### src/verilog/charger_pkg.sv
/*
  Shared constants for the charge sequencing controller: register map,
  field positions, reset values, phase and mode codes, ramp timing.
  Assumes a 25 MHz system clock and a 32-bit AXI4-Lite register bus.
*/
package charger_pkg;

  // Ramp step timing
  localparam int CLK_PERIOD_NS = 40;
  localparam int STEP_TIME_NS  = 10000;
  localparam int STEP_CYCLES   = STEP_TIME_NS / CLK_PERIOD_NS;
  localparam logic [7:0] STEP_LAST = 8'(STEP_CYCLES - 1);

  // Register byte offsets
  localparam logic [7:0] OFS_CTRL   = 8'h00;
  localparam logic [7:0] OFS_IBAT   = 8'h04;
  localparam logic [7:0] OFS_VBAT   = 8'h08;
  localparam logic [7:0] OFS_MISC   = 8'h0c;
  localparam logic [7:0] OFS_STATUS = 8'h10;

  // Field positions
  localparam int CHARGE_ENABLE_BIT_BIT  = 0;
  localparam int THERMISTOR_ENABLE_BIT_BIT  = 1;
  localparam int REG_RST_BIT = 2;
  localparam int CHARGE_CURRENT_FIELD_LSB    = 0;
  localparam int END_OF_CHARGE_CURRENT_FIELD_LSB    = 4;
  localparam int VCHG_LSB    = 0;
  localparam int VFET_LSB    = 0;
  localparam int IIN_LSB     = 4;
  localparam int ST_CV_BIT   = 4;
  localparam int ST_FET_BIT  = 5;
  localparam int ST_NTC_BIT  = 6;
  localparam int ST_LOOP_LSB = 7;

  // Reset values
  localparam logic       CHARGE_ENABLE_BIT_RST = 1'h1;
  localparam logic       THERMISTOR_ENABLE_BIT_RST = 1'h1;
  localparam logic [3:0] CHARGE_CURRENT_FIELD_RST   = 4'h0;
  localparam logic [2:0] END_OF_CHARGE_CURRENT_FIELD_RST   = 3'h0;
  localparam logic [5:0] VCHG_RST   = 6'h00;
  localparam logic [2:0] VFET_RST   = 3'h0;
  localparam logic [2:0] IIN_RST    = 3'h0;

  // Bus responses
  localparam logic [1:0] RESP_OKAY   = 2'h0;
  localparam logic [1:0] RESP_SLVERR = 2'h2;
  localparam logic [1:0] RESP_DECERR = 2'h3;

  typedef enum logic [3:0] {
    PH_OFF       = 4'h0,
    PH_CONFIG    = 4'h1,
    PH_WAIT      = 4'h2,
    PH_WEAK_WAIT = 4'h3,
    PH_SAFE      = 4'h4,
    PH_PRE       = 4'h5,
    PH_FULL      = 4'h6,
    PH_EOC       = 4'h7,
    PH_FAULT     = 4'h8
  } phase_t;

  typedef enum logic [1:0] {
    CUR_NONE = 2'h0,
    CUR_SAFE = 2'h1,
    CUR_PRE  = 2'h2,
    CUR_CHG  = 2'h3
  } cur_mode_t;

  typedef enum logic [1:0] {
    LOOP_NONE = 2'h0,
    LOOP_IIN  = 2'h1,
    LOOP_CHARGE_CURRENT_FIELD = 2'h2,
    LOOP_VCHG = 2'h3
  } loop_t;

endpackage

### src/verilog/charge_state_controller.sv
/*
  Charge sequencing controller with AXI4-Lite register slave.
  Assumes all threshold flags arrive deglitched and synchronous to clk;
  the analog stage consumes the mode, level and enable outputs.
*/
// The register addresses and register access over AXI4-Lite were left to the implementer.
`timescale 1ns/1ns
// Behaviour
// Empty or missing battery: safe charge, then pre-charge at safe level
// Pre-charge enables converter, low current, until above pre-charge level
// Constant current uses 4-bit host charge current field
// Near target voltage switch to constant voltage; 6-bit target field
// Above recharge and current below end level: end of charge, halt
// Battery below recharge level resumes constant current charge
// End-of-charge current level is a 3-bit field, current register
// Three limit loops; first to reach its limit takes regulation
// Current, voltage and input limit changes ramp in 10 us steps
// Start only with input present and input above battery
// Report thermistor and switch presence, then start charging itself
// Clearing charge enable suspends charging into fault, any state
// In fault, clearing thermistor enable powers thermistor block down
// Registers usable without input while internal rail is adequate
// Register reset bit restores every register default anytime
// Switch drive low normally; high only for deep battery, system off; here system off is checked only on entry to weak wait
// Configuration probes switch pin; success records switch fitted
// Detection held for charge cycle; redone on unplug or reset
// Weak wait from wait only: switch fitted, below threshold, mode low
// Flags taken as synchronous; transitions on clock edge
module charge_state_controller (
  input  wire logic        clk,
  input  wire logic        resetn,
  // AXI4-Lite slave
  input  wire logic        s_axi_awvalid,
  output logic             s_axi_awready,
  input  wire logic [7:0]  s_axi_awaddr,
  input  wire logic        s_axi_wvalid,
  output logic             s_axi_wready,
  input  wire logic [31:0] s_axi_wdata,
  input  wire logic [3:0]  s_axi_wstrb,
  output logic             s_axi_bvalid,
  input  wire logic        s_axi_bready,
  output logic [1:0]       s_axi_bresp,
  input  wire logic        s_axi_arvalid,
  output logic             s_axi_arready,
  input  wire logic [7:0]  s_axi_araddr,
  output logic             s_axi_rvalid,
  input  wire logic        s_axi_rready,
  output logic [31:0]      s_axi_rdata,
  output logic [1:0]       s_axi_rresp,
  // Comparator flags
  input  wire logic        input_present,
  input  wire logic        input_above_battery,
  input  wire logic        rail_above_undervoltage,
  input  wire logic        bat_above_safe,
  input  wire logic        bat_above_pre,
  input  wire logic        bat_above_recharge,
  input  wire logic        bat_near_charge_voltage,
  input  wire logic        current_below_eoc,
  input  wire logic        bat_above_switch_threshold,
  input  wire logic        switch_probe_reached,
  input  wire logic        thermistor_sense,
  input  wire logic        system_power_mode_input,
  input  wire logic        iin_at_limit,
  input  wire logic        charge_current_field_at_limit,
  input  wire logic        vchg_at_limit,
  // Power stage controls
  output logic             converter_en,
  output logic [1:0]       current_mode,
  output logic [3:0]       charge_current_level,
  output logic [5:0]       charge_voltage_level,
  output logic [2:0]       input_limit_level,
  output logic [2:0]       eoc_current_level,
  output logic [2:0]       switch_threshold_level,
  output logic             cv_mode,
  output logic [1:0]       active_loop,
  output logic             battery_switch_drive,
  output logic             switch_probe_en,
  output logic             thermistor_power
);

  // Whole controller state; one comb image, one register stage
  typedef struct packed {
    charger_pkg::phase_t    phase;
    logic                   charge_enable_bit;
    logic                   thermistor_enable_bit;
    logic [3:0]             charge_current_field;
    logic [2:0]             end_of_charge_current_field;
    logic [5:0]             vchg;
    logic [2:0]             vfet;
    logic [2:0]             iin;
    logic                   fet_fitted;
    logic                   ntc_seen;
    logic [7:0]             step_cnt;
    logic                   step_en;
    logic                   aw_held;
    logic [7:0]             aw_addr;
    logic                   w_held;
    logic [31:0]            w_data;
    logic [3:0]             w_strb;
    logic                   awready;
    logic                   wready;
    logic                   bvalid;
    logic [1:0]             bresp;
    logic                   arready;
    logic                   rvalid;
    logic [31:0]            rdata;
    logic [1:0]             rresp;
    logic                   conv_en;
    charger_pkg::cur_mode_t cur_mode;
    logic                   cv;
    charger_pkg::loop_t     loop;
    logic                   sw_drive;
    logic                   probe_en;
    logic                   ntc_pwr;
  } ctl_st_t;

  ctl_st_t r;
  ctl_st_t n;

  // Next state: bus slave, register file, phase sequencer, outputs
  always_comb begin
    logic        unplug;
    logic        reg_rst;
    logic        loop_held;
    logic [31:0] status;
    unplug    = !input_present || !input_above_battery;
    reg_rst   = 1'b0;
    loop_held = 1'b0;
    status    = '0;
    n         = r;

    // Status word; phase code sits below the mode bit
    status[charger_pkg::ST_CV_BIT-1:0]    = r.phase;
    status[charger_pkg::ST_CV_BIT]        = r.cv;
    status[charger_pkg::ST_FET_BIT]       = r.fet_fitted;
    status[charger_pkg::ST_NTC_BIT]       = r.ntc_seen;
    status[charger_pkg::ST_LOOP_LSB +: 2] = r.loop;

    // Ramp step enable, one pulse per step time
    n.step_en = 1'b0;
    if (r.step_cnt == charger_pkg::STEP_LAST) begin
      n.step_cnt = '0;
      n.step_en  = 1'b1;
    end else begin
      n.step_cnt = r.step_cnt + 8'h01;
    end

    // Address and data may arrive in either order; each is held
    if (s_axi_awvalid && r.awready) begin
      n.aw_held = 1'b1;
      n.aw_addr = s_axi_awaddr;
    end
    if (s_axi_wvalid && r.wready) begin
      n.w_held = 1'b1;
      n.w_data = s_axi_wdata;
      n.w_strb = s_axi_wstrb;
    end

    // Both halves held: apply the write and answer it
    // Limitation: a write without byte 0 strobed changes nothing
    if (r.aw_held && r.w_held && !r.bvalid) begin
      n.aw_held = 1'b0;
      n.w_held  = 1'b0;
      n.bvalid  = 1'b1;
      n.bresp   = charger_pkg::RESP_OKAY;
      if (r.w_strb[0]) begin
        case (r.aw_addr)
          charger_pkg::OFS_CTRL: begin
            reg_rst  = r.w_data[charger_pkg::REG_RST_BIT];
            n.charge_enable_bit = r.w_data[charger_pkg::CHARGE_ENABLE_BIT_BIT];
            n.thermistor_enable_bit = r.w_data[charger_pkg::THERMISTOR_ENABLE_BIT_BIT];
          end
          charger_pkg::OFS_IBAT: begin
            n.charge_current_field = r.w_data[charger_pkg::CHARGE_CURRENT_FIELD_LSB +: 4];
            n.end_of_charge_current_field = r.w_data[charger_pkg::END_OF_CHARGE_CURRENT_FIELD_LSB +: 3];
          end
          charger_pkg::OFS_VBAT: n.vchg = r.w_data[charger_pkg::VCHG_LSB +: 6];
          charger_pkg::OFS_MISC: begin
            n.vfet = r.w_data[charger_pkg::VFET_LSB +: 3];
            n.iin  = r.w_data[charger_pkg::IIN_LSB +: 3];
          end
          // Status is read-only; a write is refused, not ignored
          charger_pkg::OFS_STATUS: n.bresp = charger_pkg::RESP_SLVERR;
          default: n.bresp = charger_pkg::RESP_DECERR;
        endcase
      end
    end
    if (r.bvalid && s_axi_bready) begin
      n.bvalid = 1'b0;
    end
    // Ready only with the internal rail up, input supply or not
    n.awready = rail_above_undervoltage && s_axi_awvalid && !r.awready
                && !n.aw_held && !n.bvalid;
    n.wready  = rail_above_undervoltage && s_axi_wvalid && !r.wready
                && !n.w_held && !n.bvalid;

    // Read data is captured at the address handshake
    if (r.rvalid && s_axi_rready) begin
      n.rvalid = 1'b0;
    end
    if (s_axi_arvalid && r.arready) begin
      n.rvalid = 1'b1;
      n.rresp  = charger_pkg::RESP_OKAY;
      n.rdata  = '0;
      case (s_axi_araddr)
        charger_pkg::OFS_CTRL: begin
          n.rdata[charger_pkg::CHARGE_ENABLE_BIT_BIT] = r.charge_enable_bit;
          n.rdata[charger_pkg::THERMISTOR_ENABLE_BIT_BIT] = r.thermistor_enable_bit;
        end
        charger_pkg::OFS_IBAT: begin
          n.rdata[charger_pkg::CHARGE_CURRENT_FIELD_LSB +: 4] = r.charge_current_field;
          n.rdata[charger_pkg::END_OF_CHARGE_CURRENT_FIELD_LSB +: 3] = r.end_of_charge_current_field;
        end
        charger_pkg::OFS_VBAT: n.rdata[charger_pkg::VCHG_LSB +: 6] = r.vchg;
        charger_pkg::OFS_MISC: begin
          n.rdata[charger_pkg::VFET_LSB +: 3] = r.vfet;
          n.rdata[charger_pkg::IIN_LSB +: 3]  = r.iin;
        end
        charger_pkg::OFS_STATUS: n.rdata = status;
        default: n.rresp = charger_pkg::RESP_DECERR;
      endcase
    end
    n.arready = rail_above_undervoltage && s_axi_arvalid && !r.arready
                && !n.rvalid;

    // Phase sequencer
    case (r.phase)
      charger_pkg::PH_OFF: begin
        n.phase = charger_pkg::PH_CONFIG;
      end
      charger_pkg::PH_CONFIG: begin
        // Probe result is kept until the next unplug or reset
        n.fet_fitted = switch_probe_reached;
        n.ntc_seen   = thermistor_sense;
        n.phase      = charger_pkg::PH_WAIT;
      end
      charger_pkg::PH_WAIT: begin
        if (r.fet_fitted && !bat_above_switch_threshold
            && !system_power_mode_input) begin
          n.phase = charger_pkg::PH_WEAK_WAIT;
        end else begin
          n.phase = charger_pkg::PH_SAFE;
        end
      end
      // Weak battery handling beyond entry is not part of this block
      charger_pkg::PH_WEAK_WAIT: begin
        n.phase = charger_pkg::PH_WEAK_WAIT;
      end
      charger_pkg::PH_SAFE: begin
        n.phase = bat_above_safe ? charger_pkg::PH_PRE : r.phase;
      end
      charger_pkg::PH_PRE: begin
        n.phase = bat_above_pre ? charger_pkg::PH_FULL : r.phase;
      end
      charger_pkg::PH_FULL: begin
        if (bat_above_recharge && current_below_eoc) begin
          n.phase = charger_pkg::PH_EOC;
        end
      end
      charger_pkg::PH_EOC: begin
        if (!bat_above_recharge) begin
          n.phase = charger_pkg::PH_FULL;
        end
      end
      charger_pkg::PH_FAULT: begin
        n.phase = r.charge_enable_bit ? charger_pkg::PH_WAIT : r.phase;
      end
      default: begin
        n.phase = charger_pkg::PH_OFF;
      end
    endcase
    // Host hold beats the sequence; unplug beats everything
    if (!r.charge_enable_bit) begin
      n.phase = charger_pkg::PH_FAULT;
    end
    if (reg_rst) begin
      n.phase = charger_pkg::PH_CONFIG;
    end
    if (unplug) begin
      n.phase = charger_pkg::PH_OFF;
    end

    // Power stage controls follow the coming phase
    n.conv_en = (n.phase == charger_pkg::PH_PRE)
                || (n.phase == charger_pkg::PH_FULL);
    case (n.phase)
      charger_pkg::PH_SAFE: n.cur_mode = charger_pkg::CUR_SAFE;
      charger_pkg::PH_PRE:  n.cur_mode = charger_pkg::CUR_PRE;
      charger_pkg::PH_FULL: n.cur_mode = charger_pkg::CUR_CHG;
      default:              n.cur_mode = charger_pkg::CUR_NONE;
    endcase
    n.cv = (n.phase == charger_pkg::PH_FULL)
           && bat_near_charge_voltage;

    // First loop at its limit keeps control until it lets go
    loop_held = (r.loop == charger_pkg::LOOP_IIN && iin_at_limit)
                || (r.loop == charger_pkg::LOOP_CHARGE_CURRENT_FIELD && charge_current_field_at_limit)
                || (r.loop == charger_pkg::LOOP_VCHG && vchg_at_limit);
    if (!n.conv_en) begin
      n.loop = charger_pkg::LOOP_NONE;
    end else if (loop_held) begin
      n.loop = r.loop;
    end else if (iin_at_limit) begin
      n.loop = charger_pkg::LOOP_IIN;
    end else if (charge_current_field_at_limit) begin
      n.loop = charger_pkg::LOOP_CHARGE_CURRENT_FIELD;
    end else if (vchg_at_limit) begin
      n.loop = charger_pkg::LOOP_VCHG;
    end else begin
      n.loop = charger_pkg::LOOP_NONE;
    end

    // Switch opens for a deep battery in weak wait; system off is needed only to enter weak wait
    n.sw_drive = (n.phase == charger_pkg::PH_WEAK_WAIT)
                 && !bat_above_switch_threshold;
    n.probe_en = (n.phase == charger_pkg::PH_CONFIG);
    // Thermistor block may sleep only while held in fault
    n.ntc_pwr  = !((n.phase == charger_pkg::PH_FAULT) && !n.thermistor_enable_bit);

    // Synchronous reset to the off phase
    if (!resetn) begin
      n         = '0;
      n.phase   = charger_pkg::PH_OFF;
      n.ntc_pwr = 1'b1;
    end
    // Register defaults on reset and on the register reset bit
    if (!resetn || reg_rst) begin
      n.charge_enable_bit = charger_pkg::CHARGE_ENABLE_BIT_RST;
      n.thermistor_enable_bit = charger_pkg::THERMISTOR_ENABLE_BIT_RST;
      n.charge_current_field   = charger_pkg::CHARGE_CURRENT_FIELD_RST;
      n.end_of_charge_current_field   = charger_pkg::END_OF_CHARGE_CURRENT_FIELD_RST;
      n.vchg   = charger_pkg::VCHG_RST;
      n.vfet   = charger_pkg::VFET_RST;
      n.iin    = charger_pkg::IIN_RST;
    end
  end

  // All transitions on the clock edge; flags are already clean
  always_ff @(posedge clk) begin
    r <= n;
  end

  // Setpoints move one code per step toward the host value
  level_ramp #(.W(4)) i_charge_current_field_ramp (
    .clk     (clk),
    .resetn  (resetn),
    .step_en (r.step_en),
    .target  (r.charge_current_field),
    .level   (charge_current_level)
  );
  level_ramp #(.W(6)) i_vchg_ramp (
    .clk     (clk),
    .resetn  (resetn),
    .step_en (r.step_en),
    .target  (r.vchg),
    .level   (charge_voltage_level)
  );
  level_ramp #(.W(3)) i_iin_ramp (
    .clk     (clk),
    .resetn  (resetn),
    .step_en (r.step_en),
    .target  (r.iin),
    .level   (input_limit_level)
  );

  // Every output comes straight from a register bit
  assign s_axi_awready          = r.awready;
  assign s_axi_wready           = r.wready;
  assign s_axi_bvalid           = r.bvalid;
  assign s_axi_bresp            = r.bresp;
  assign s_axi_arready          = r.arready;
  assign s_axi_rvalid           = r.rvalid;
  assign s_axi_rdata            = r.rdata;
  assign s_axi_rresp            = r.rresp;
  assign converter_en           = r.conv_en;
  assign current_mode           = r.cur_mode;
  assign eoc_current_level      = r.end_of_charge_current_field;
  assign switch_threshold_level = r.vfet;
  assign cv_mode                = r.cv;
  assign active_loop            = r.loop;
  assign battery_switch_drive   = r.sw_drive;
  assign switch_probe_en        = r.probe_en;
  assign thermistor_power       = r.ntc_pwr;

endmodule // charge_state_controller

### src/verilog/level_ramp.sv
/*
  One stepped setpoint: moves its level one code toward the target on
  each step enable pulse. Assumes step_en is a one-cycle pulse.
*/
`timescale 1ns/1ns
module level_ramp #(
  parameter int W = 4
) (
  input  wire logic         clk,
  input  wire logic         resetn,
  input  wire logic         step_en,
  input  wire logic [W-1:0] target,
  output logic      [W-1:0] level
);

  typedef struct packed {
    logic [W-1:0] level;
  } ramp_st_t;

  ramp_st_t r;
  ramp_st_t n;

  // One code per step keeps setpoint changes gentle
  always_comb begin
    n = r;
    if (step_en) begin
      if (r.level < target) begin
        n.level = r.level + W'(1);
      end else if (r.level > target) begin
        n.level = r.level - W'(1);
      end
    end
    if (!resetn) begin
      n = '0;
    end
  end

  always_ff @(posedge clk) begin
    r <= n;
  end

  assign level = r.level;

endmodule // level_ramp

### config.mk
export PLATFORM = sky130hd
export DESIGN_NAME = charge_state_controller
export DESIGN_NICKNAME = d
export VERILOG_FILES = /design/src/verilog/charger_pkg.sv /design/src/verilog/charge_state_controller.sv /design/src/verilog/level_ramp.sv
export SDC_FILE = /design/constraint.sdc
export NUM_CORES = 1
export LEC_CHECK = 0
export BUFFER_PORTS_ARGS = -buffer_cell sky130_fd_sc_hd__clkbuf_2
export CAP_MARGIN = 25
export CORE_MARGIN = 2
export CORE_UTILIZATION = 35
export CTS_CLUSTER_SIZE = 14
export DETAILED_ROUTE_END_ITERATION = 8
export MAX_ROUTING_LAYER = met4
export PLACE_DENSITY = 0.6
export SLEW_MARGIN = 20
export SYNTH_ARGS = -nofsm -noshare
export SYNTH_HDL_FRONTEND = slang
export SYNTH_HIERARCHICAL = 1
export SYNTH_SLANG_ARGS = --single-unit
### constraint.sdc
create_clock -name clk -period 3.5 [get_ports clk]
set_clock_uncertainty 0.1 [all_clocks]
set_input_delay 0.7 -clock clk [delete_from_list [all_inputs] [get_ports clk]]
set_output_delay 0.7 -clock clk [all_outputs]
set_load 0.03 [all_outputs]
==> impl_metrics.yaml, run 1 <==
power:
  netSwitchingPower_mw: 0.531
  power_mw: 2.36
  vdd_drop_max_mv: 0.268
  p_comb_share_pct: 6.3
  p_leak_nw: 2.42
  intPower_mw: 1.83
  power_per_cell_area_nw_per_um2: 422
  swShare_pct: 22.5
  clkPwrFrac_pct: 47.9
  seq_power_share_pct: 45.9
critical_path:
  crit_path_cell_trace: "inv_1, ha_1, a21oi_1, o21a_1, nand2_1, ha_1, a211oi_1, o21ai_0, a22o_1, a211oi_2, mux2i_1"
  worstPathRequired_ns: 3.68
  crit_path_end_kind: "flip-flop"
  criticalPathCategory: "reg -> reg"
  reg2reg_depth: 11
  critPathSlowestCell: "dfxtp_1"
  cp.depth: 11
  rrSetupSlack_ns: 0.56
  crit_arrival_ns: 3.11
  worst_setup_path_start_kind: "flip-flop"
  path_buf_inv: 1
  cpPeakStageDelay_ns: 0.38
  cp_common_cell: "ha_1"
  critPathMaxFanout: 5
  critPathTopFamily: "compound AO/OA/AOI/OAI gates"
yosys:
  syn_inst: 563
  ys.flop_type: "dfxtp_1"
  synth_top_area_cell: "dfxtp_1"
  synth-seq-cells: 93
  synth_area_leaders: "dfxtp_1 (38%), buf_4 (7.1%), mux2i_1 (6.6%), ha_1 (5.6%), a21oi_1 (5.1%)"
  syn_avg_cell_area_um2: 8.67
  syn_area_um2: 4880
  async_reset_ff_share_pct: 0
  yosysSeqAreaShare_pct: 38.1
  synth.top_cell.area_share_pct: 38.1
  synth_edf_count: 0
  synth_cell_types: 71
  yosys_warnings: 6
floorplanning:
  core_region_area_um2: 13800
  rows: 43
  start_util_pct: 35.5
  ios: 143
  die-area_um2: 14900
  die_h_um: 122
  fp.dieW_um: 122
global_routing:
  antenna_found_initial: 0
  grt_max_degree: 27
  grt_first_pass_wirelength_um: 18200
  grt_pass1_vias: 3764
  grt_use_total_pct: 16.1
  grt_remaining_overflow: 0
clock_tree:
  tritoncts: "built"
  insertion_delay_ns: 0.35
  clock_sinks: 93
  ctsResizeCount: 0
  cts_post_setup_buffers_inserted: 0
  root_buffer: "clkbuf_16"
  max-clock-path-buffers: 2
  cts_buffers: 9
  holdBufCountCts: 0
  clk_pin_slew_ns: 0.07
  htreeDepth: 3
timing:
  fin_crit_ns: 2.94
  max_freq_ghz: 0.341
  grt_setup_unrepaired: "false"
  fin_setup_tns_ns: 0
  slew_headroom_pct: 38.6
  setup_ws_ns: 0.564
  drv_slew: 0
  worst_slew_pin_slew_ns: 0.913
  setup_viol: 0
  hold_viol: 0
  period_share_pct: 83.9
route:
  vias: 3991
  totalWireLength_um: 11400
  drtIter0Drc: 161
  drc: 0
  post_drt_via_cell_ratio: 4.92
  dr.pass1.iters: 5
  wl_per_cell_um: 14.0
  ant_nets: 0
placement:
  dp_slack_ns: 0.582
  gp_congestion: 0.839
  dpl.cell_count: 797
  hpwl_um: 8860
  io_buffers: 91
cells_and_area:
  areaGrowthSynthToFinish_pct: 14.7
  drive_above_1_share_pct: 20.1
  instances_no_fill: 812
  diodes: 0
  postLayoutCoreUtil_pct: 40.7
  nets: 726
job:
  drv_cap: 0
min_path:
  holdPathStages: 2
  hold_class: "reg -> reg"
outcome:
  status: "complete, no violations"
[placed cells by master (no fill, tap or decap), types with 4 or more instances in the layout]
cell,n
nand2b_1,7
clkbuf_2,91
xor2_1,5
ha_1,22
nor3_1,4
a21oi_1,50
a22oi_1,5
nand2_1,50
o21ai_0,19
xnor2_1,7
nor4_1,4
mux2i_1,32
nor2_1,52
nor2b_1,6
o211ai_1,4
o31ai_1,4
clkbuf_16,9
and3_1,5
nand3_1,42
dfxtp_1,93
inv_1,22
conb_1,23
[path summary, 6_finish.rpt]
check / from / to
worst max-delay path: r[116]$_SDFFE_PP0P_ / i_vchg_ramp/level[5]$_SDFFE_PN0P_
worst min-delay path: r[87]$_SDFFE_PN0P_ / r[87]$_SDFFE_PN0P_
worst max register to register: r[116]$_SDFFE_PP0P_ / i_vchg_ramp/level[5]$_SDFFE_PN0P_
worst min register to register: r[87]$_SDFFE_PN0P_ / r[87]$_SDFFE_PN0P_
[kinds of logic (layout without fill, tap and decap cells)]
logic type / after synthesis / after routing / synth area share, %
fa+ha+maj: 24 / 24 / 6.46
compound gates: 110 / 110 / 14.8
other cells: 1 / 23 / 0.0768
flops: 93 / 93 / 38.1
simple gates: 205 / 205 / 21.3
mux: 33 / 33 / 6.79
xor+xnor: 12 / 12 / 2.15
buf+inv: 85 / 132 / 10.3
[per-stage QoR]
| step | cell area (µm²) | hold WS, ns |
|---|---|---|
| 4_1_cts | 5600 | 0.357 |
| 6_report | 5600 | 0.355 |
| 2_1_floorplan | 4970 | 0.331 |
| 3_5_place_dp | 5250 | 0.348 |
| 5_1_grt | 5600 | 0.377 |
| 3_3_place_gp | 5250 | 0.344 |
[layer usage]
metal / global-route usage, % / part of all wire (%)
met1: 19.7 / 46
met2: 25.9 / 47
met3: 4.54 / 5.8
met4: 4.31 / 1.2
met5: - / 0
[power by group through the flow]
stage,clock network [mW],registers (mW),logic (mW)
floorplan,0,1.11,0.121
global placement,0,1.11,0.145
detailed placement,0,1.11,0.148
CTS,1.16,1.08,0.148
global route,1.20,1.09,0.164
finish,1.13,1.08,0.148
[cell usage after synthesis (4+ instances only)]
library cell,count
dfxtp_1,93
mux2i_1,32
o211ai_1,4
o31ai_1,4
a22oi_1,5
xor2_1,5
nor2_1,52
o21ai_0,19
nor3_1,4
and3_1,5
nor4_1,4
ha_1,22
buf_4,46
inv_1,22
xnor2_1,7
nand2_1,50
nor2b_1,6
a21oi_1,50
clkbuf_1,12
nand2b_1,7
nand3_1,42
[final cells by class]
| cell class | instances | area (µm²) |
|---|---|---|
| inverter | 23 | 86.3 |
| fill | 1407 | 8170 |
| timing repair buffer | 94 | 478 |
| multi-input combinational | 407 | 2600 |
| sequential | 93 | 1860 |
| clock buffer | 10 | 239 |
| clock inverter | 5 | 108 |
| tap | 180 | 225 |
[sequential cells by signal, indices dropped and copies added (netlist names), 2 cells and up]
register / count
active_loop: 2
current_mode: 2
eoc_current_level: 3
i_charge_current_field_ramp/level: 4
i_iin_ramp/level: 3
i_vchg_ramp/level: 6
r: 48
s_axi_bresp: 2
s_axi_rdata: 9
switch_threshold_level: 3
[worst reg2reg max path, stage by stage, from the launching register on]
cell and delay (ns):
dfxtp_1 0.38, inv_1 0.07, ha_1 0.32, a21oi_1 0.13
o21a_1 0.24, nand2_1 0.20, ha_1 0.35, a211oi_1 0.25
o21ai_0 0.17, a22o_1 0.22, a211oi_2 0.24, mux2i_1 0.19
Power figures use the tool's default switching activity.
==> run 2: changes to the inputs <==
--- a/config.mk
+++ b/config.mk
@@ -12,7 +12,7 @@
 export CTS_CLUSTER_SIZE = 14
 export DETAILED_ROUTE_END_ITERATION = 8
 export MAX_ROUTING_LAYER = met4
-export PLACE_DENSITY = 0.6
+export PLACE_DENSITY = 0.62
 export SLEW_MARGIN = 20
 export SYNTH_ARGS = -nofsm -noshare
 export SYNTH_HDL_FRONTEND = slang
==> constraint.sdc (replaced) <==
create_clock -name clk -period 2.4 [get_ports clk]
set_clock_uncertainty 0.1 [all_clocks]
set_input_delay 0.48 -clock clk [delete_from_list [all_inputs] [get_ports clk]]
set_output_delay 0.48 -clock clk [all_outputs]
set_load 0.03 [all_outputs]
==> impl_metrics.yaml, run 2 (synthesized netlist as in run 1, its figures left out) <==
global_routing:
  top_usage_layer: "met2"
  met2_usage_pct: 29.7
  grt_pass1_vias: 4129
  antenna_found_initial: 0
  use_met1_pct: 20.7
  met3_usage_pct: 3.09
  grt_use_total_pct: 17.8
  grt_max_degree: 31
  grt_remaining_overflow: 0
  grt_first_pass_wirelength_um: 19900
route:
  drc: 0
  post_drt_via_cell_ratio: 4.96
  drtIter0Drc: 231
  ant_nets: 0
  wl_per_cell_um: 14.7
  vias: 4229
  dr.pass1.iters: 4
  totalWireLength_um: 12600
clock_tree:
  root_buffer: "clkbuf_16"
  clock_sinks: 93
  max-clock-path-buffers: 2
  insertion_delay_ns: 0.35
  clk_pin_slew_ns: 0.07
  htreeDepth: 3
  tritoncts: "built"
  cts_buffers: 9
  holdBufCountCts: 0
floorplanning:
  die_h_um: 122
  die-area_um2: 14900
  ios: 143
  rows: 43
  core_region_area_um2: 13800
  fp.dieW_um: 122
  start_util_pct: 35.5
cells_and_area:
  final_cell_mix: "clkbuf_2 (91), dfxtp_1 (77), nor2_1 (52)"
  areaGrowthSynthToFinish_pct: 25.1
  regMostFlops: "r"
  drive_above_1_share_pct: 32.4
  fill_cells: 1357
  largest_reg_flops: 48
  layout_commonest_cell: "clkbuf_2"
  nets: 766
  diodes: 0
  design_area_um2: 6110
  postLayoutCoreUtil_pct: 44.3
job:
  drv_cap: 0
critical_path:
  cpPeakStageDelay_ns: 0.34
  critPathSlowestCell: "dfxtp_2"
  criticalPathCategory: "reg -> reg"
  worst_setup_path_start_kind: "flip-flop"
  crit_path_cell_trace: "inv_2, ha_4, nand4_4, o21bai_4, nand2_4, ha_4, a211oi_2, o21ai_2, a22o_1, a211oi_2, mux2i_1"
  worstPathRequired_ns: 2.57
  crit_path_end_kind: "flip-flop"
  crit_arrival_ns: 2.61
  critPathMaxFanout: 5
  path_buf_inv: 1
  critPathTopFamily: "compound AO/OA/AOI/OAI gates"
timing:
  worst_slew_pin_slew_ns: 0.883
  setup_ws_ns: -0.0349
  max_freq_ghz: 0.411
  hold_viol: 0
  fin_crit_ns: 2.43
  grt_setup_unrepaired: "true"
  period_share_pct: 101
  slew_headroom_pct: 40.6
  setup_viol: 1
  drv_slew: 0
outcome:
  violations: "setup timing"
  status: "finished, violations left"
placement:
  io_buffers: 91
  gp_congestion: 0.861
  hpwl_um: 9280
  dpl_cell_area_um2: 5610
power:
  power_per_cell_area_nw_per_um2: 512
  vdd_drop_max_mv: 0.279
  p_leak_nw: 2.64
  power_mw: 3.13
min_path:
  hold_class: "in -> reg"
-- run 2: cell count changes in the layout (fill, tap and decap cells not counted), moves of 3 or more --
cell / previous run / this run
a21oi_1: 50 / 46
a21oi_2: 0 / 4
buf_4: 3 / 40
bufinv_16: 3 / 0
dfxtp_1: 93 / 77
dfxtp_2: 0 / 11
dfxtp_4: 0 / 5
ha_1: 22 / 8
ha_4: 0 / 12
inv_1: 22 / 16
inv_2: 0 / 6
-- run 2: where the power goes --
part	switching (mW)	internal, mW
logic	0.154	0.0704
clock network	0.621	0.706
registers	0.0208	1.55
total	0.796	2.33
-- run 2: area by class of cell --
type | count | area [µm²] | share of cell area [%]
inverter | 23 | 86.3 | 1.41
timing repair buffer | 134 | 807 | 13.2
multi-input combinational | 407 | 2820 | 46.2
sequential | 93 | 1890 | 31.0
clock buffer | 9 | 225 | 3.69
clock inverter | 7 | 48.8 | 0.799
tap | 180 | 225 | 3.69
-- run 2: layer usage --
metal / part of all wire, % / vias to the layer above / routed length [µm]
met5: 0 / - / 0
met4: 2.5 / 0 / 320
met3: 4.9 / 28 / 622
met2: 50 / 126 / 6230
met1: 43 / 1939 / 5410
li1: - / 2136 / -
-- run 2: worst paths after layout --
check,slack (ns),from,cells after the start,to
min,0.24,bat_above_switch_threshold,2,battery_switch_drive$_SDFF_PN0_
max,-0.03,r[117]$_SDFFE_PP0P_,11,i_vchg_ramp/level[5]$_SDFFE_PN0P_
max reg2reg,-0.03,r[117]$_SDFFE_PP0P_,11,i_vchg_ramp/level[5]$_SDFFE_PN0P_
min reg2reg,0.36,s_axi_rdata[6]$_SDFFE_PN0P_,2,s_axi_rdata[6]$_SDFFE_PN0P_
-- run 2: timing repair --
| item | 4_1_cts | 5_1_grt |
|---|---|---|
| buffers inserted | 4 | 4 |
| resized for setup | 22 | 16 |
| endpoints found under the setup margin | 3 | 3 |
| pin swaps | 17 | 14 |
-- run 2: stage by stage --
step / hold slack [ns] / setup slack (ns) / instances / setup TNS [ns]
final: 0.240 / -0.0349 / 853 / -0.0349
after global routing: 0.231 / -0.151 / 853 / -0.205
after CTS: 0.229 / -0.0583 / 849 / -0.0804
after detailed placement: 0.349 / -0.142 / 829 / -0.268
after global placement: 0.342 / -0.0870 / 829 / -0.117
after floorplan: 0.331 / -0.0158 / 585 / -0.0162
==> run 3: changes to the inputs <==
--- a/config.mk
+++ b/config.mk
@@ -9,6 +9,7 @@
 export CAP_MARGIN = 25
 export CORE_MARGIN = 2
 export CORE_UTILIZATION = 35
+export CTS_CLUSTER_DIAMETER = 120
 export CTS_CLUSTER_SIZE = 14
 export DETAILED_ROUTE_END_ITERATION = 8
 export MAX_ROUTING_LAYER = met4
@@ -18,3 +19,4 @@
 export SYNTH_HDL_FRONTEND = slang
 export SYNTH_HIERARCHICAL = 1
 export SYNTH_SLANG_ARGS = --single-unit
+export TNS_END_PERCENT = 30
==> impl_metrics.yaml, run 3 (synthesized netlist as in run 1, its figures left out) <==
cells_and_area:
  areaGrowthSynthToFinish_pct: 23.7
  layout_commonest_cell: "clkbuf_2"
  multi_input_area_um2: 2800
  regMostFlops: "r"
  instances_no_fill: 848
  fill_cells: 1370
  nets: 761
  largest_reg_flops: 48
  diodes: 0
  drive_above_1_share_pct: 31.0
  ff_latch_area_um2: 1890
  final_cell_mix: "clkbuf_2 (91), dfxtp_1 (78), nor2_1 (52)"
critical_path:
  crit_path_end_kind: "flip-flop"
  crit_path_cell_trace: "inv_2, ha_4, nand4_4, o21bai_4, nand2_4, ha_4, a211oi_2, o21ai_2, a22o_1, a211oi_2, mux2i_1"
  crit_arrival_ns: 2.61
  reg2reg_depth: 11
  critPathMaxFanout: 5
  r2r_end: "i_vchg_ramp/level[5]$_SDFFE_PN0P_"
  worst_setup_path_start_kind: "flip-flop"
  criticalPathCategory: "reg -> reg"
  rrSetupSlack_ns: -0.04
  worstPathRequired_ns: 2.57
  r2r-start: "r[117]$_SDFFE_PP0P_"
  critPathSlowestCell: "dfxtp_2"
  cpPeakStageDelay_ns: 0.34
timing:
  worst_slew_pin_slew_ns: 0.895
  grt_setup_unrepaired: "true"
  fin_crit_ns: 2.44
  setup_viol: 1
  period_share_pct: 101
  setup_ws_ns: -0.0356
  hold_viol: 0
  drv_slew: 0
  slew_headroom_pct: 39.8
  max_freq_ghz: 0.411
power:
  p_leak_nw: 2.61
  power_per_cell_area_nw_per_um2: 517
  vdd_drop_max_mv: 0.278
placement:
  gp_congestion: 0.861
  dpl.cell_count: 829
  hpwl_um: 9280
  dp_slack_ns: -0.142
  io_buffers: 91
floorplanning:
  ios: 143
  die_h_um: 122
  rows: 43
  start_util_pct: 35.5
  fp.dieW_um: 122
  die-area_um2: 14900
  core_region_area_um2: 13800
route:
  vias: 4231
  wl_per_cell_um: 14.7
  totalWireLength_um: 12400
  drc: 0
  dr.pass1.iters: 5
  post_drt_via_cell_ratio: 4.99
  ant_nets: 0
  drtIter0Drc: 232
clock_tree:
  cts_buffers: 9
  clock_sinks: 93
  tritoncts: "built"
  holdBufCountCts: 0
  max-clock-path-buffers: 2
  clk_pin_slew_ns: 0.07
  insertion_delay_ns: 0.35
  htreeDepth: 3
  root_buffer: "clkbuf_16"
global_routing:
  grt_remaining_overflow: 0
  grt_pass1_vias: 4097
  grt_use_total_pct: 17.6
  grt_max_degree: 31
  grt_first_pass_wirelength_um: 19700
  met2_usage_pct: 29.3
  met3_usage_pct: 3.09
  use_met1_pct: 20.7
  antenna_found_initial: 0
  top_usage_layer: "met2"
min_path:
  holdPathStages: 2
  hold_class: "in -> reg"
  holdPathEnd: "battery_switch_drive$_SDFF_PN0_"
  hold_start: "bat_above_switch_threshold"
job:
  drv_cap: 0
outcome:
  violations: "setup timing"
  status: "finished, violations left"
-- run 3: how the worst max path moves through the flow --
| stage | slack [ns] | endpoint | from |
|---|---|---|---|
| 5_1_grt | -0.16 | i_vchg_ramp/level[5]$_SDFFE_PN0P_ | r[118]$_SDFFE_PP0P_ |
| 3_3_place_gp | -0.09 | i_vchg_ramp/level[5]$_SDFFE_PN0P_ | r[114]$_SDFFE_PP0P_ |
| 3_5_place_dp | -0.14 | i_vchg_ramp/level[5]$_SDFFE_PN0P_ | r[116]$_SDFFE_PP0P_ |
| 6_report | -0.04 | i_vchg_ramp/level[5]$_SDFFE_PN0P_ | r[117]$_SDFFE_PP0P_ |
| 2_1_floorplan | -0.02 | i_vchg_ramp/level[5]$_SDFFE_PN0P_ | i_vchg_ramp/level[0]$_SDFFE_PN0P_ |
| 4_1_cts | -0.06 | i_vchg_ramp/level[5]$_SDFFE_PN0P_ | i_vchg_ramp/level[1]$_SDFFE_PN0P_ |
-- run 3: metal layers --
metal	vias up	wire length [µm]
met5	-	0
met4	0	327
met3	28	658
met2	123	6040
met1	1950	5420
li1	2130	-
-- run 3: layout make-up --
| type | instances | area share, % |
|---|---|---|
| Clock inverter | 7 | 0.808 |
| Inverter | 23 | 1.43 |
| Tap cell | 180 | 3.73 |
| Multi-Input combinational cell | 407 | 46.3 |
| Timing Repair Buffer | 129 | 12.7 |
| Clock buffer | 9 | 3.73 |
| Sequential cell | 93 | 31.3 |
-- run 3: per-stage QoR --
stage / hold slack (ns) / util, % / TNS, ns / area, µm² / power, mW
floorplan: 0.331 / - / -0.0162 / 5060 / 1.78
global placement: 0.342 / 40.7 / -0.117 / 5610 / 1.83
detailed placement: 0.349 / 40.7 / -0.268 / 5610 / 1.83
CTS: 0.229 / 43.3 / -0.124 / 5970 / 3.17
global route: 0.231 / 43.9 / -0.393 / 6040 / 3.26
finish: 0.238 / 43.9 / -0.0356 / 6040 / 3.13
-- run 3: report_power, final --
part	switching, mW	total, mW	internal [mW]
combinational	0.154	0.225	0.0704
clock	0.619	1.32	0.706
sequential	0.0207	1.58	1.56
total	0.793	3.13	2.33
-- run 3: repair_timing --
item,in CTS,in global routing
resized for setup,17,13
endpoints found under the setup margin,3,3
setup buffers,3,0
pin swaps,14,6
-- run 3: worst max-delay path, delay by kind of cell, from the launching register on --
kind,cells,cell delay [ns]
compound gates,5,0.93
fa+ha+maj,2,0.50
buf+inv,1,0.04
flops,1,0.34
mux,1,0.20
simple gates,2,0.26
